`src/gear_travel_pkg.sv`:
```
// shared constants for the gear select and travel guard block
`default_nettype none
package gear_travel_pkg;
  // apb byte offsets
  localparam logic [7:0] OFF_CTRL = 8'h00;
  localparam logic [7:0] OFF_MARGIN = 8'h04;
  localparam logic [7:0] OFF_PPR = 8'h08;
  localparam logic [7:0] OFF_NUM1 = 8'h0c;
  localparam logic [7:0] OFF_NUM4 = 8'h18;
  localparam logic [7:0] OFF_DEN = 8'h1c;
  localparam logic [7:0] OFF_ENC_RES = 8'h20;
  localparam logic [7:0] OFF_STATUS = 8'h24;
  localparam logic [7:0] OFF_IRQ_STAT = 8'h28;
  localparam logic [7:0] OFF_IRQ_MASK = 8'h2c;
  localparam logic [7:0] OFF_CMD_POS = 8'h30;
  localparam logic [7:0] OFF_SPAN_MIN = 8'h34;
  localparam logic [7:0] OFF_SPAN_MAX = 8'h38;
  localparam logic [7:0] OFF_ALM_CLR = 8'h3c;
  // setting limits
  localparam logic [9:0] MARGIN_MAX = 10'h3e8;
  localparam logic [20:0] PPR_MAX = 21'h10_0000;
  localparam logic [30:0] GEAR_MAX = 31'h4000_0000;
  localparam logic [30:0] DEN_MIN = 31'h0000_0001;
  localparam logic [30:0] GEAR_UNITY = 31'h0000_0001;
  localparam logic [40:0] MARGIN_DIV = 41'h000_0000_000a;
  localparam logic [1:0] OTS_IMMEDIATE = 2'h2;
  // reset values (plain defaults)
  localparam logic [30:0] ENC_RES_RST = 31'h0002_0000;
  localparam logic [30:0] NUM_RST = 31'h0000_0000;
  localparam logic [30:0] DEN_RST = 31'h0000_2710;
  localparam logic [20:0] PPR_RST = 21'h00_0000;
  localparam logic [9:0] MARGIN_RST = 10'h00a;
  // ctrl fields
  localparam int CTRL_ASEQ_LSB = 0;
  localparam int CTRL_ASEQ_W = 4;
  localparam int CTRL_OTS_LSB = 4;
  localparam int CTRL_OTS_W = 2;
  // interrupt bits
  localparam int IRQ_W = 3;
  localparam int IRQ_ALARM = 0;
  localparam int IRQ_SPAN_CLR = 1;
  localparam int IRQ_OT_STOP = 2;
  // over-travel stop sequencer
  typedef enum logic [1:0] {
    OT_IDLE = 2'b00,
    OT_DECEL = 2'b01,
    OT_HELD = 2'b10
  } ot_state_type;
endpackage
`default_nettype wire

```
`src/gear_select_and_travel_guard.sv`:
```
// electronic gear selection, command scaling and travel-range guard
`timescale 1ns/100ps
`default_nettype none
module gear_select_and_travel_guard (
  input wire logic clk,
  input wire logic sys_rst,
  input wire logic psel,
  input wire logic penable,
  input wire logic pwrite,
  input wire logic [7:0] paddr,
  input wire logic [31:0] pwdata,
  output logic [31:0] prdata,
  output logic pready,
  output logic pslverr,
  input wire logic servo_on,
  input wire logic full_closed_mode,
  input wire logic front_trial_run,
  input wire logic freq_resp_active,
  input wire logic comm_trial_run,
  input wire logic deviation_clear,
  input wire logic forward_overtravel_input,
  input wire logic reverse_overtravel_input,
  input wire logic speed_low,
  input wire logic gear_select_a,
  input wire logic gear_select_b,
  input wire logic cmd_pulse,
  input wire logic cmd_dir,
  input wire logic signed [31:0] motor_pos,
  output logic step_pulse,
  output logic step_dir,
  output logic alarm_stop_req,
  output logic [3:0] alarm_stop_mode,
  output logic immediate_stop,
  output logic deviation_clear_out,
  output logic irq
);
  // settings registers
  logic [3:0] alarm_seq_r;
  logic [1:0] ot_seq_r;
  logic [9:0] margin_r;
  logic [20:0] ppr_r;
  logic [30:0] num_r [4];
  logic [30:0] den_r;
  logic [30:0] enc_res_r;
  logic [2:0] irq_stat_r;
  logic [2:0] irq_mask_r;
  logic [31:0] prdata_r;
  // datapath state
  logic [1:0] sel_idx_r;
  logic signed [40:0] acc_r;
  logic signed [31:0] cmd_pos_r;
  logic signed [31:0] span_min_r;
  logic signed [31:0] span_max_r;
  logic [37:0] margin_cnt_r;
  logic alarm_r;
  logic init_r;
  logic trial_d_r;
  logic step_r;
  logic step_dir_r;
  logic [3:0] stop_mode_r;
  logic dev_clr_r;
  gear_travel_pkg::ot_state_type ot_state_r;
  gear_travel_pkg::ot_state_type ot_state_nxt;

  // apb decode
  wire logic acc_ph = psel & penable;
  wire logic wr_en = acc_ph & pwrite;
  wire logic setup_rd = psel & ~penable & ~pwrite;
  wire logic hit_ctrl = paddr == gear_travel_pkg::OFF_CTRL;
  wire logic hit_margin = paddr == gear_travel_pkg::OFF_MARGIN;
  wire logic hit_ppr = paddr == gear_travel_pkg::OFF_PPR;
  wire logic hit_num = paddr >= gear_travel_pkg::OFF_NUM1 &&
                       paddr <= gear_travel_pkg::OFF_NUM4 && paddr[1:0] == 2'h0;
  wire logic hit_den = paddr == gear_travel_pkg::OFF_DEN;
  wire logic hit_enc = paddr == gear_travel_pkg::OFF_ENC_RES;
  wire logic hit_stat = paddr == gear_travel_pkg::OFF_STATUS;
  wire logic hit_istat = paddr == gear_travel_pkg::OFF_IRQ_STAT;
  wire logic hit_imask = paddr == gear_travel_pkg::OFF_IRQ_MASK;
  wire logic hit_cpos = paddr == gear_travel_pkg::OFF_CMD_POS;
  wire logic hit_smin = paddr == gear_travel_pkg::OFF_SPAN_MIN;
  wire logic hit_smax = paddr == gear_travel_pkg::OFF_SPAN_MAX;
  wire logic hit_aclr = paddr == gear_travel_pkg::OFF_ALM_CLR;
  wire logic addr_hit = hit_ctrl | hit_margin | hit_ppr | hit_num | hit_den |
                        hit_enc | hit_stat | hit_istat | hit_imask | hit_cpos |
                        hit_smin | hit_smax | hit_aclr;
  wire logic [7:0] num_off = paddr - gear_travel_pkg::OFF_NUM1;
  wire logic [1:0] num_widx = num_off[3:2];

  // zero wait states; unmapped addresses answer with an error
  assign pready = acc_ph;
  assign pslverr = acc_ph & ~addr_hit;
  assign prdata = prdata_r;

  // write clamping keeps every setting inside its legal range
  wire logic [9:0] margin_wr = (pwdata[31:10] != 22'h0 ||
                                pwdata[9:0] > gear_travel_pkg::MARGIN_MAX) ?
                               gear_travel_pkg::MARGIN_MAX : pwdata[9:0];
  wire logic [20:0] ppr_wr = (pwdata[31:21] != 11'h0 ||
                              pwdata[20:0] > gear_travel_pkg::PPR_MAX) ?
                             gear_travel_pkg::PPR_MAX : pwdata[20:0];
  wire logic [30:0] gear_wr = (pwdata[31] ||
                               pwdata[30:0] > gear_travel_pkg::GEAR_MAX) ?
                              gear_travel_pkg::GEAR_MAX : pwdata[30:0];
  wire logic [30:0] den_wr = (gear_wr == 31'h0000_0000) ?
                             gear_travel_pkg::DEN_MIN : gear_wr;
  // a zero resolution would null the margin and the ppr and zero-numerator ratios, so zero maps to one
  localparam logic [30:0] DEN_ONE = gear_travel_pkg::DEN_MIN;

  // settings writes
  always_ff @(posedge clk) begin
    if (sys_rst) begin
      alarm_seq_r <= 4'h0;
      ot_seq_r <= 2'h0;
      margin_r <= gear_travel_pkg::MARGIN_RST;
      ppr_r <= gear_travel_pkg::PPR_RST;
      den_r <= gear_travel_pkg::DEN_RST;
      enc_res_r <= gear_travel_pkg::ENC_RES_RST;
      irq_mask_r <= 3'h0;
    end else if (wr_en) begin
      if (hit_ctrl) begin
        alarm_seq_r <= pwdata[gear_travel_pkg::CTRL_ASEQ_LSB +: gear_travel_pkg::CTRL_ASEQ_W];
        ot_seq_r <= pwdata[gear_travel_pkg::CTRL_OTS_LSB +: gear_travel_pkg::CTRL_OTS_W];
      end
      if (hit_margin) margin_r <= margin_wr;
      if (hit_ppr) ppr_r <= ppr_wr;
      if (hit_den) den_r <= den_wr;
      if (hit_enc) enc_res_r <= (gear_wr == 31'h0000_0000) ? DEN_ONE : gear_wr;
      if (hit_imask) irq_mask_r <= pwdata[2:0];
    end
  end

  // numerator bank, one word per gear slot
  always_ff @(posedge clk) begin
    if (sys_rst) begin
      for (int i = 0; i < 4; i++) num_r[i] <= gear_travel_pkg::NUM_RST;
    end else if (wr_en && hit_num) begin
      num_r[num_widx] <= gear_wr;
    end
  end

  // read mux, sampled in the setup cycle so prdata comes from a flop
  wire logic [31:0] status_word = {26'h0, ot_state_r, sel_idx_r, immediate_stop, alarm_r};
  wire logic [31:0] rd_mux =
    hit_ctrl ? {26'h0, ot_seq_r, alarm_seq_r} :
    hit_margin ? {22'h0, margin_r} :
    hit_ppr ? {11'h0, ppr_r} :
    hit_num ? {1'b0, num_r[num_widx]} :
    hit_den ? {1'b0, den_r} :
    hit_enc ? {1'b0, enc_res_r} :
    hit_stat ? status_word :
    hit_istat ? {29'h0, irq_stat_r} :
    hit_imask ? {29'h0, irq_mask_r} :
    hit_cpos ? cmd_pos_r :
    hit_smin ? span_min_r :
    hit_smax ? span_max_r : 32'h0000_0000;

  always_ff @(posedge clk) begin
    if (sys_rst) prdata_r <= 32'h0000_0000;
    else if (setup_rd) prdata_r <= rd_mux;
  end

  // gear slot follows the select inputs only while servo is on
  wire logic [1:0] sel_idx_nxt = servo_on ?
                                 {gear_select_b, gear_select_a} : sel_idx_r;
  always_ff @(posedge clk) begin
    if (sys_rst) sel_idx_r <= 2'h0;
    else sel_idx_r <= sel_idx_nxt;
  end

  // effective ratio: ppr wins unless zero or full-closed
  wire logic [30:0] sel_num = num_r[sel_idx_r];
  wire logic use_gear = ppr_r == 21'h00_0000 || full_closed_mode;
  wire logic unity = full_closed_mode && sel_num == 31'h0000_0000;
  wire logic [30:0] num_eff = !use_gear ? enc_res_r :
                              unity ? gear_travel_pkg::GEAR_UNITY :
                              (sel_num == 31'h0000_0000) ? enc_res_r : sel_num;
  wire logic [30:0] den_eff = !use_gear ? {10'h0, ppr_r} :
                              unity ? gear_travel_pkg::GEAR_UNITY : den_r;

  // span clear sources; power-up handled by init_r
  wire logic ot_in = forward_overtravel_input | reverse_overtravel_input;
  wire logic ot_seq_imm = ot_seq_r == gear_travel_pkg::OTS_IMMEDIATE;
  wire logic trial_edge = comm_trial_run ^ trial_d_r;
  wire logic span_clr = init_r | deviation_clear | (ot_in & ot_seq_imm) | trial_edge;

  // scaling accumulator: numerator per pulse, one motor count per denominator
  // limitation: at most one count leaves per cycle, so high ratios lag
  wire logic signed [40:0] num_s = $signed({10'h0, num_eff});
  wire logic signed [40:0] den_s = $signed({10'h0, den_eff});
  wire logic take = cmd_pulse & servo_on;
  wire logic emit_fwd = acc_r >= den_s;
  wire logic emit_rev = acc_r <= -den_s;
  wire logic signed [40:0] acc_add = !take ? 41'sh0 : (cmd_dir ? -num_s : num_s);
  wire logic signed [40:0] acc_sub = emit_fwd ? den_s : (emit_rev ? -den_s : 41'sh0);
  wire logic signed [40:0] acc_nxt = span_clr ? 41'sh0 : acc_r + acc_add - acc_sub;
  wire logic emit = (emit_fwd | emit_rev) & ~span_clr;
  wire logic signed [31:0] cmd_pos_nxt = span_clr ? motor_pos :
                                         !emit ? cmd_pos_r :
                                         emit_fwd ? cmd_pos_r + 32'sh1 : cmd_pos_r - 32'sh1;

  // commands widen the span in either direction; commands are never judged
  wire logic signed [31:0] span_min_nxt = span_clr ? motor_pos :
    (cmd_pos_nxt < span_min_r) ? cmd_pos_nxt : span_min_r;
  wire logic signed [31:0] span_max_nxt = span_clr ? motor_pos :
    (cmd_pos_nxt > span_max_r) ? cmd_pos_nxt : span_max_r;

  always_ff @(posedge clk) begin
    if (sys_rst) begin
      acc_r <= 41'sh0;
      cmd_pos_r <= 32'sh0;
      span_min_r <= 32'sh0;
      span_max_r <= 32'sh0;
      init_r <= 1'b1;
      trial_d_r <= 1'b0;
      step_r <= 1'b0;
      step_dir_r <= 1'b0;
    end else begin
      acc_r <= acc_nxt;
      cmd_pos_r <= cmd_pos_nxt;
      span_min_r <= span_min_nxt;
      span_max_r <= span_max_nxt;
      init_r <= 1'b0;
      trial_d_r <= comm_trial_run;
      step_r <= emit;
      step_dir_r <= emit ? emit_rev : step_dir_r;
    end
  end

  // margin in encoder counts: tenths of a revolution times resolution
  wire logic [40:0] margin_prod = 41'(margin_r) * 41'(enc_res_r);
  wire logic [40:0] margin_quot = margin_prod / gear_travel_pkg::MARGIN_DIV;
  wire logic [37:0] margin_cnt_nxt = margin_quot[37:0];
  always_ff @(posedge clk) begin
    if (sys_rst) margin_cnt_r <= 38'h0;
    else margin_cnt_r <= margin_cnt_nxt;
  end

  // permitted range is span plus margin on each side
  wire logic signed [39:0] margin_s = $signed({2'b00, margin_cnt_r});
  wire logic signed [39:0] pos_x = 40'(motor_pos);
  wire logic signed [39:0] hi_bound = 40'(span_max_r) + margin_s;
  wire logic signed [39:0] lo_bound = 40'(span_min_r) - margin_s;
  wire logic out_of_range = pos_x > hi_bound || pos_x < lo_bound;
  wire logic guard_on = servo_on & ~init_r &
                        ~front_trial_run & ~freq_resp_active;
  wire logic alarm_evt = guard_on & out_of_range & ~alarm_r;
  wire logic alm_clr = wr_en & hit_aclr & pwdata[0];

  // alarm latch; a new trip beats a software clear
  always_ff @(posedge clk) begin
    if (sys_rst) begin
      alarm_r <= 1'b0;
      stop_mode_r <= 4'h0;
    end else begin
      alarm_r <= alarm_evt | (alarm_r & ~alm_clr);
      stop_mode_r <= alarm_evt ? alarm_seq_r : stop_mode_r;
    end
  end

  // over-travel immediate stop: clear deviation entering and leaving decel
  always_comb begin
    ot_state_nxt = ot_state_r;
    unique case (ot_state_r)
      gear_travel_pkg::OT_IDLE: begin
        if (ot_in && ot_seq_imm && servo_on) ot_state_nxt = gear_travel_pkg::OT_DECEL;
      end
      gear_travel_pkg::OT_DECEL: begin
        if (speed_low) ot_state_nxt = gear_travel_pkg::OT_HELD;
      end
      gear_travel_pkg::OT_HELD: begin
        if (!ot_in) ot_state_nxt = gear_travel_pkg::OT_IDLE;
      end
      default: ot_state_nxt = gear_travel_pkg::OT_IDLE;
    endcase
  end
  wire logic ot_move = ot_state_nxt != ot_state_r && ot_state_nxt != gear_travel_pkg::OT_IDLE;

  always_ff @(posedge clk) begin
    if (sys_rst) begin
      ot_state_r <= gear_travel_pkg::OT_IDLE;
      dev_clr_r <= 1'b0;
    end else begin
      ot_state_r <= ot_state_nxt;
      dev_clr_r <= ot_move;
    end
  end

  // sticky events; a read clears only bits it returned, so late sets survive
  wire logic [2:0] irq_evt = {ot_move & ot_state_nxt == gear_travel_pkg::OT_DECEL,
                              span_clr & ~init_r, alarm_evt};
  wire logic [2:0] irq_rclr = (acc_ph & ~pwrite & hit_istat) ? prdata_r[2:0] : 3'h0;
  always_ff @(posedge clk) begin
    if (sys_rst) irq_stat_r <= 3'h0;
    else irq_stat_r <= (irq_stat_r & ~irq_rclr) | irq_evt;
  end

  // outputs
  assign irq = |(irq_stat_r & irq_mask_r);
  assign step_pulse = step_r;
  assign step_dir = step_dir_r;
  assign alarm_stop_req = alarm_r;
  assign alarm_stop_mode = stop_mode_r;
  assign immediate_stop = ot_state_r == gear_travel_pkg::OT_DECEL;
  assign deviation_clear_out = dev_clr_r;
endmodule
`default_nettype wire

```
`config.mk`:
```
export PLATFORM = sky130hd
export DESIGN_NAME = gear_select_and_travel_guard
export DESIGN_NICKNAME = d
export VERILOG_FILES = /design/src/gear_travel_pkg.sv /design/src/gear_select_and_travel_guard.sv
export SDC_FILE = /design/constraint.sdc
export NUM_CORES = 2
export LEC_CHECK = 0
export BUFFER_PORTS_ARGS = -buffer_cell sky130_fd_sc_hd__buf_2
export CAP_MARGIN = 20
export CELL_PAD_IN_SITES_DETAIL_PLACEMENT = 0
export CELL_PAD_IN_SITES_GLOBAL_PLACEMENT = 1
export CORE_ASPECT_RATIO = 0.5
export CORE_MARGIN = 4
export CORE_UTILIZATION = 45
export CTS_CLUSTER_SIZE = 28
export DETAILED_ROUTE_END_ITERATION = 12
export GPL_ROUTABILITY_DRIVEN = 0
export PLACE_DENSITY_LB_ADDON = 0.08
export SYNTH_ARGS = -nofsm -noshare
export SYNTH_HDL_FRONTEND = slang
export SYNTH_SLANG_ARGS = --single-unit
```
`constraint.sdc`:
```
create_clock -name clk -period 20.8 [get_ports clk]
set_input_delay 3.12 -clock clk [delete_from_list [all_inputs] [get_ports clk]]
set_output_delay 3.12 -clock clk [all_outputs]
set_load 0.005 [all_outputs]
```
==> results.md <==
Outcome:
- The run finished with clean final reports.

Yosys:
- The count of flip-flops with a built-in enable after synthesis is 124.
- The share of the synthesized area in the top cell type is 13.2%.
- Sorting the synthesized cells by area gives the leading types as dfxtp_1 13%, ha_1 11%, fa_1 11%.
- The post-synthesis net count is 6,879.
- Of all flip-flops after synthesis, the portion carrying an async set or reset was 0%.
- The cell type with the highest aggregate area in the netlist is dfxtp_1.
- The most used flip-flop cell after synthesis is dfxtp_1.
- The post-synthesis cell area is 49,700 sq um.
- After synthesis, flip-flops and latches occupy 20.7% of the total area.
- In the synthesized netlist, the number of instances is 6,072.
- Averaged over all synthesized cells, the footprint is 8.19 sq um.
- After synthesis the netlist holds a flip-flop and latch count of 452.
- The netlist uses 134 different library cells.
- For this run, the number of Yosys warnings is 0.

CTS:
- In this run the number of H-tree levels came out at 2.
- The root buffer selected by CTS is clkbuf_16.
- The clock net in this run drives a total of 452 sinks.
- The clock transition at the registers of the reported paths is 0.07 ns.
- The total of hold buffers inserted after clock tree synthesis is 0.
- Buffers inserted during clock tree synthesis total 50.
- The later pin in the worst-skew pair is clocked with a latency of 0.65 ns.
- TritonCTS built the clock tree.
- The longest clock path from root to sink contains 3 buffers.

Flow run:
- The number of violations of the max-capacitance limit is 0.

Global route:
- The first global-routing pass estimated 272,000 microns of wire.
- The number of antenna violations at the first check in global routing is 10.
- For met3 alone, demand over resource in global routing was 6.45%.
- The remaining global-route overflow is 0.
- The met1 track utilization from global routing is 41.9%.
- The maximum number of pins on one net before global-route repair is 104.
- Global routing consumed, on the met2 layer, 47.4% of the routing resources.
- The number of global-route vias before repair came to 43,600.
- The total global-route track usage is 29.9%.
- The global routing stage identified its most utilized layer as met2.

Floorplanning:
- The die is 243 microns tall.
- The placeable core area is 109,000 sq um.
- The die area is 116,000 sq um.
- For this configuration, the core starts out at a cell density of 45.8%.
- The width of the chip is 478 microns.
- Row generation in the floorplan step produced 85 rows.
- The I/O pin count is 134.

Timing:
- Across all setup checks in the final design, the least slack found is 1.33 ns.
- Setup total negative slack on the finished layout was measured at 0 ns.
- Setup repair after global routing left no endpoint under its margin.
- The worst hold slack is 0.456 ns.
- The number of slew-limit violations in the final report is 0.
- The clock period could shrink to 19.47 ns.
- The worst pin sits at a relative slew slack of 14.9%.
- At the pin with the least slew margin, the transition time is 1.26 ns.
- Setup violations remaining at the end of the flow were counted as 0.
- The worst clock skew is 0.0583 ns.
- The final critical-path share of the clock period is 93.6%.
- Static timing analysis puts the maximum clock frequency at 51.4 MHz.
- The total count of hold-check failures in the final report is 0.

Worst setup path:
- The stage delay of the slowest cell on the critical path is 0.95 ns.
- At the worst endpoint, the required time is 21.28 ns.
- Along the worst path, the maximum fanout reaches 16.
- On the critical path, the stage with the largest delay is an instance of dfxtp_1.
- At the worst endpoint, the arrival time is 19.94 ns.
- In this run the worst setup path begins at enc_res_r[11].
- STA classifies the critical path endpoint as a register.
- The critical path class is register to register.
- Counting stages on the worst path, the most repeated cell is fa_1.
- The number of buffers and inverters on the critical path is 2.
- The startpoint identified for the worst register-to-register timing path is enc_res_r[11].
- The kind of start point of the critical path is a register.
- The cell type group with the largest total delay on the critical path is compound AO/OA/AOI/OAI gates.

Drt:
- Wires add up to 179,000 microns.
- Using the TritonRoute via totals, the vias-per-cell ratio works out to 6.06.
- Dividing the detail-routed wire length by the instance count gives 23.8 microns.
- The total number of vias is 45,500.
- After the first detailed-routing iteration, the DRC count stood at 4,523.
- The first-pass iteration count of the detailed router is 6.
- The residual antenna-violating net count after detailed routing is 0.
- After detailed routing, the number of remaining DRC violations is 0.

Placed design:
- The count of buffers inserted at the top-level ports is 133.
- The worst-case setup slack after placement is 0.661 ns.
- The post-DP HPWL is 137,000 microns.
- The number of cells in the design after placement is 7,405.

Layout:
- The total of fill cells in the finished design is 10,600.
- In the layout the commonest cells are 561 x nor2_1, 559 x inv_1, 498 x nand2_1.
- Leaving out filler cells and counting taps, the final layout contains 7,507.
- The final layout contains 6,791 nets.
- The post-route netlist has 8.75% of its cells at a drive strength greater than 1.
- The commonest non-fill, non-tap cell in the layout is nor2_1.
- The area growth from synthesis to layout is 6.90%.

Power:
- In this run the static leakage power is 23.2 nW.
- The maximum VDD drop is 0.0545 mV.
- Dividing total power by cell area gives a power density of 63.3 nW/um^2.

Hold path:
- The startpoint identified for the worst hold timing path is prdata[6].
- In this run the worst hold path is classified as register to register.
-- per-layer routing --
layer / wire length, microns / vias to the layer above
met5: 23 / -
met1: 78700 / 22400
met4: 3840 / 4
met3: 16100 / 232
li1: - / 21100
met2: 80000 / 1720
-- cell families (layout without fill, tap and decap cells) --
| kind of cell | after synthesis | in the layout | share of synthesized area, % |
|---|---|---|---|
| buf+inv | 921 | 874 | 7.67 |
| mux | 171 | 171 | 5.04 |
| xor+xnor | 247 | 247 | 4.35 |
| fa+ha+maj | 719 | 719 | 22.2 |
| simple gates | 2105 | 2105 | 20.8 |
| compound gates | 1457 | 1457 | 19.2 |
| flops | 452 | 452 | 20.7 |
| other cells | 0 | 3 | 0 |
-- worst register-to-register path, delay by kind of cell, from the launching register on --
kind	cells	cell delay, ns
fa+ha+maj	6	3.08
simple gates	18	6.28
buf+inv	2	0.10
compound gates	29	8.86
flops	1	0.95
-- synthesized netlist by cell type (17+ instances only) --
library cell	n
a211oi_1	65
a21o_1	78
a21oi_1	472
a221o_1	19
a221oi_1	46
a22oi_1	48
a31oi_1	45
and2_1	251
and3_1	110
buf_1	18
buf_2	23
buf_4	18
buf_6	29
clkbuf_1	265
dfxtp_1	328
edfxtp_1	124
fa_1	273
ha_1	444
inv_1	560
mux2i_1	103
mux4_2	62
nand2_1	498
nand2b_1	73
nand3_1	151
nand4_1	89
nor2_1	564
nor2b_1	91
nor3_1	120
nor4_1	31
o211ai_1	40
o21a_1	29
o21ai_0	270
o21ai_1	21
o21bai_1	61
o22ai_1	33
o31ai_1	23
or3_1	17
xnor2_1	204
xor2_1	43
-- metrics by stage --
stage	util, %	instance area (sq um)	total power [mW]
final	49.0	53200	3.37
after global routing	49.0	53200	3.61
after CTS	48.8	53000	3.37
after detailed placement	47.2	51300	2.41
after global placement	47.2	51200	2.39
after floorplan	-	49700	2.06
-- area by class of cell --
class	instances	area, sq um	area share [%]
Multi-Input combinational cell	4699	35800	67.3
Sequential cell	452	10300	19.4
Inverter	560	2100	3.95
Tap cell	1479	1850	3.48
Timing Repair Buffer	221	1430	2.69
Clock buffer	67	1370	2.57
Clock inverter	26	333	0.626
Antenna cell	3	7.51	0.0141
-- power by group --
| part | total [mW] | switching, mW | leakage, nW | internal [mW] |
|---|---|---|---|---|
| clock | 0.959 | 0.420 | 0.820 | 0.539 |
| sequential | 1.00 | 0.0491 | 3.86 | 0.952 |
| combinational | 1.41 | 0.835 | 18.5 | 0.573 |
-- sequential cells by signal, indices dropped and copies added (netlist names), 4 cells and up, named ones only --
name / flops
cmd_pos_r: 32
den_r: 31
span_max_r: 32
enc_res_r: 31
acc_r: 41
alarm_stop_mode: 4
num_r: 124
ppr_r: 21
margin_cnt_r: 38
margin_r: 10
alarm_seq_r: 4
prdata: 32
span_min_r: 32
-- path summary, 6_finish.rpt --
check	slack (ns)	end	depth (start not counted)
hold reg to reg	0.46	prdata[6]	2
setup / recovery	1.33	margin_cnt_r[0]	55
hold / removal	0.46	prdata[6]	2
setup reg to reg	1.33	margin_cnt_r[0]	55
-- what timing repair did --
item,in CTS,in global routing
setup buffers,0,0
gates resized for setup,0,25
endpoints found under the setup margin,0,5
Note: power is estimated with default switching activity, not from simulation.
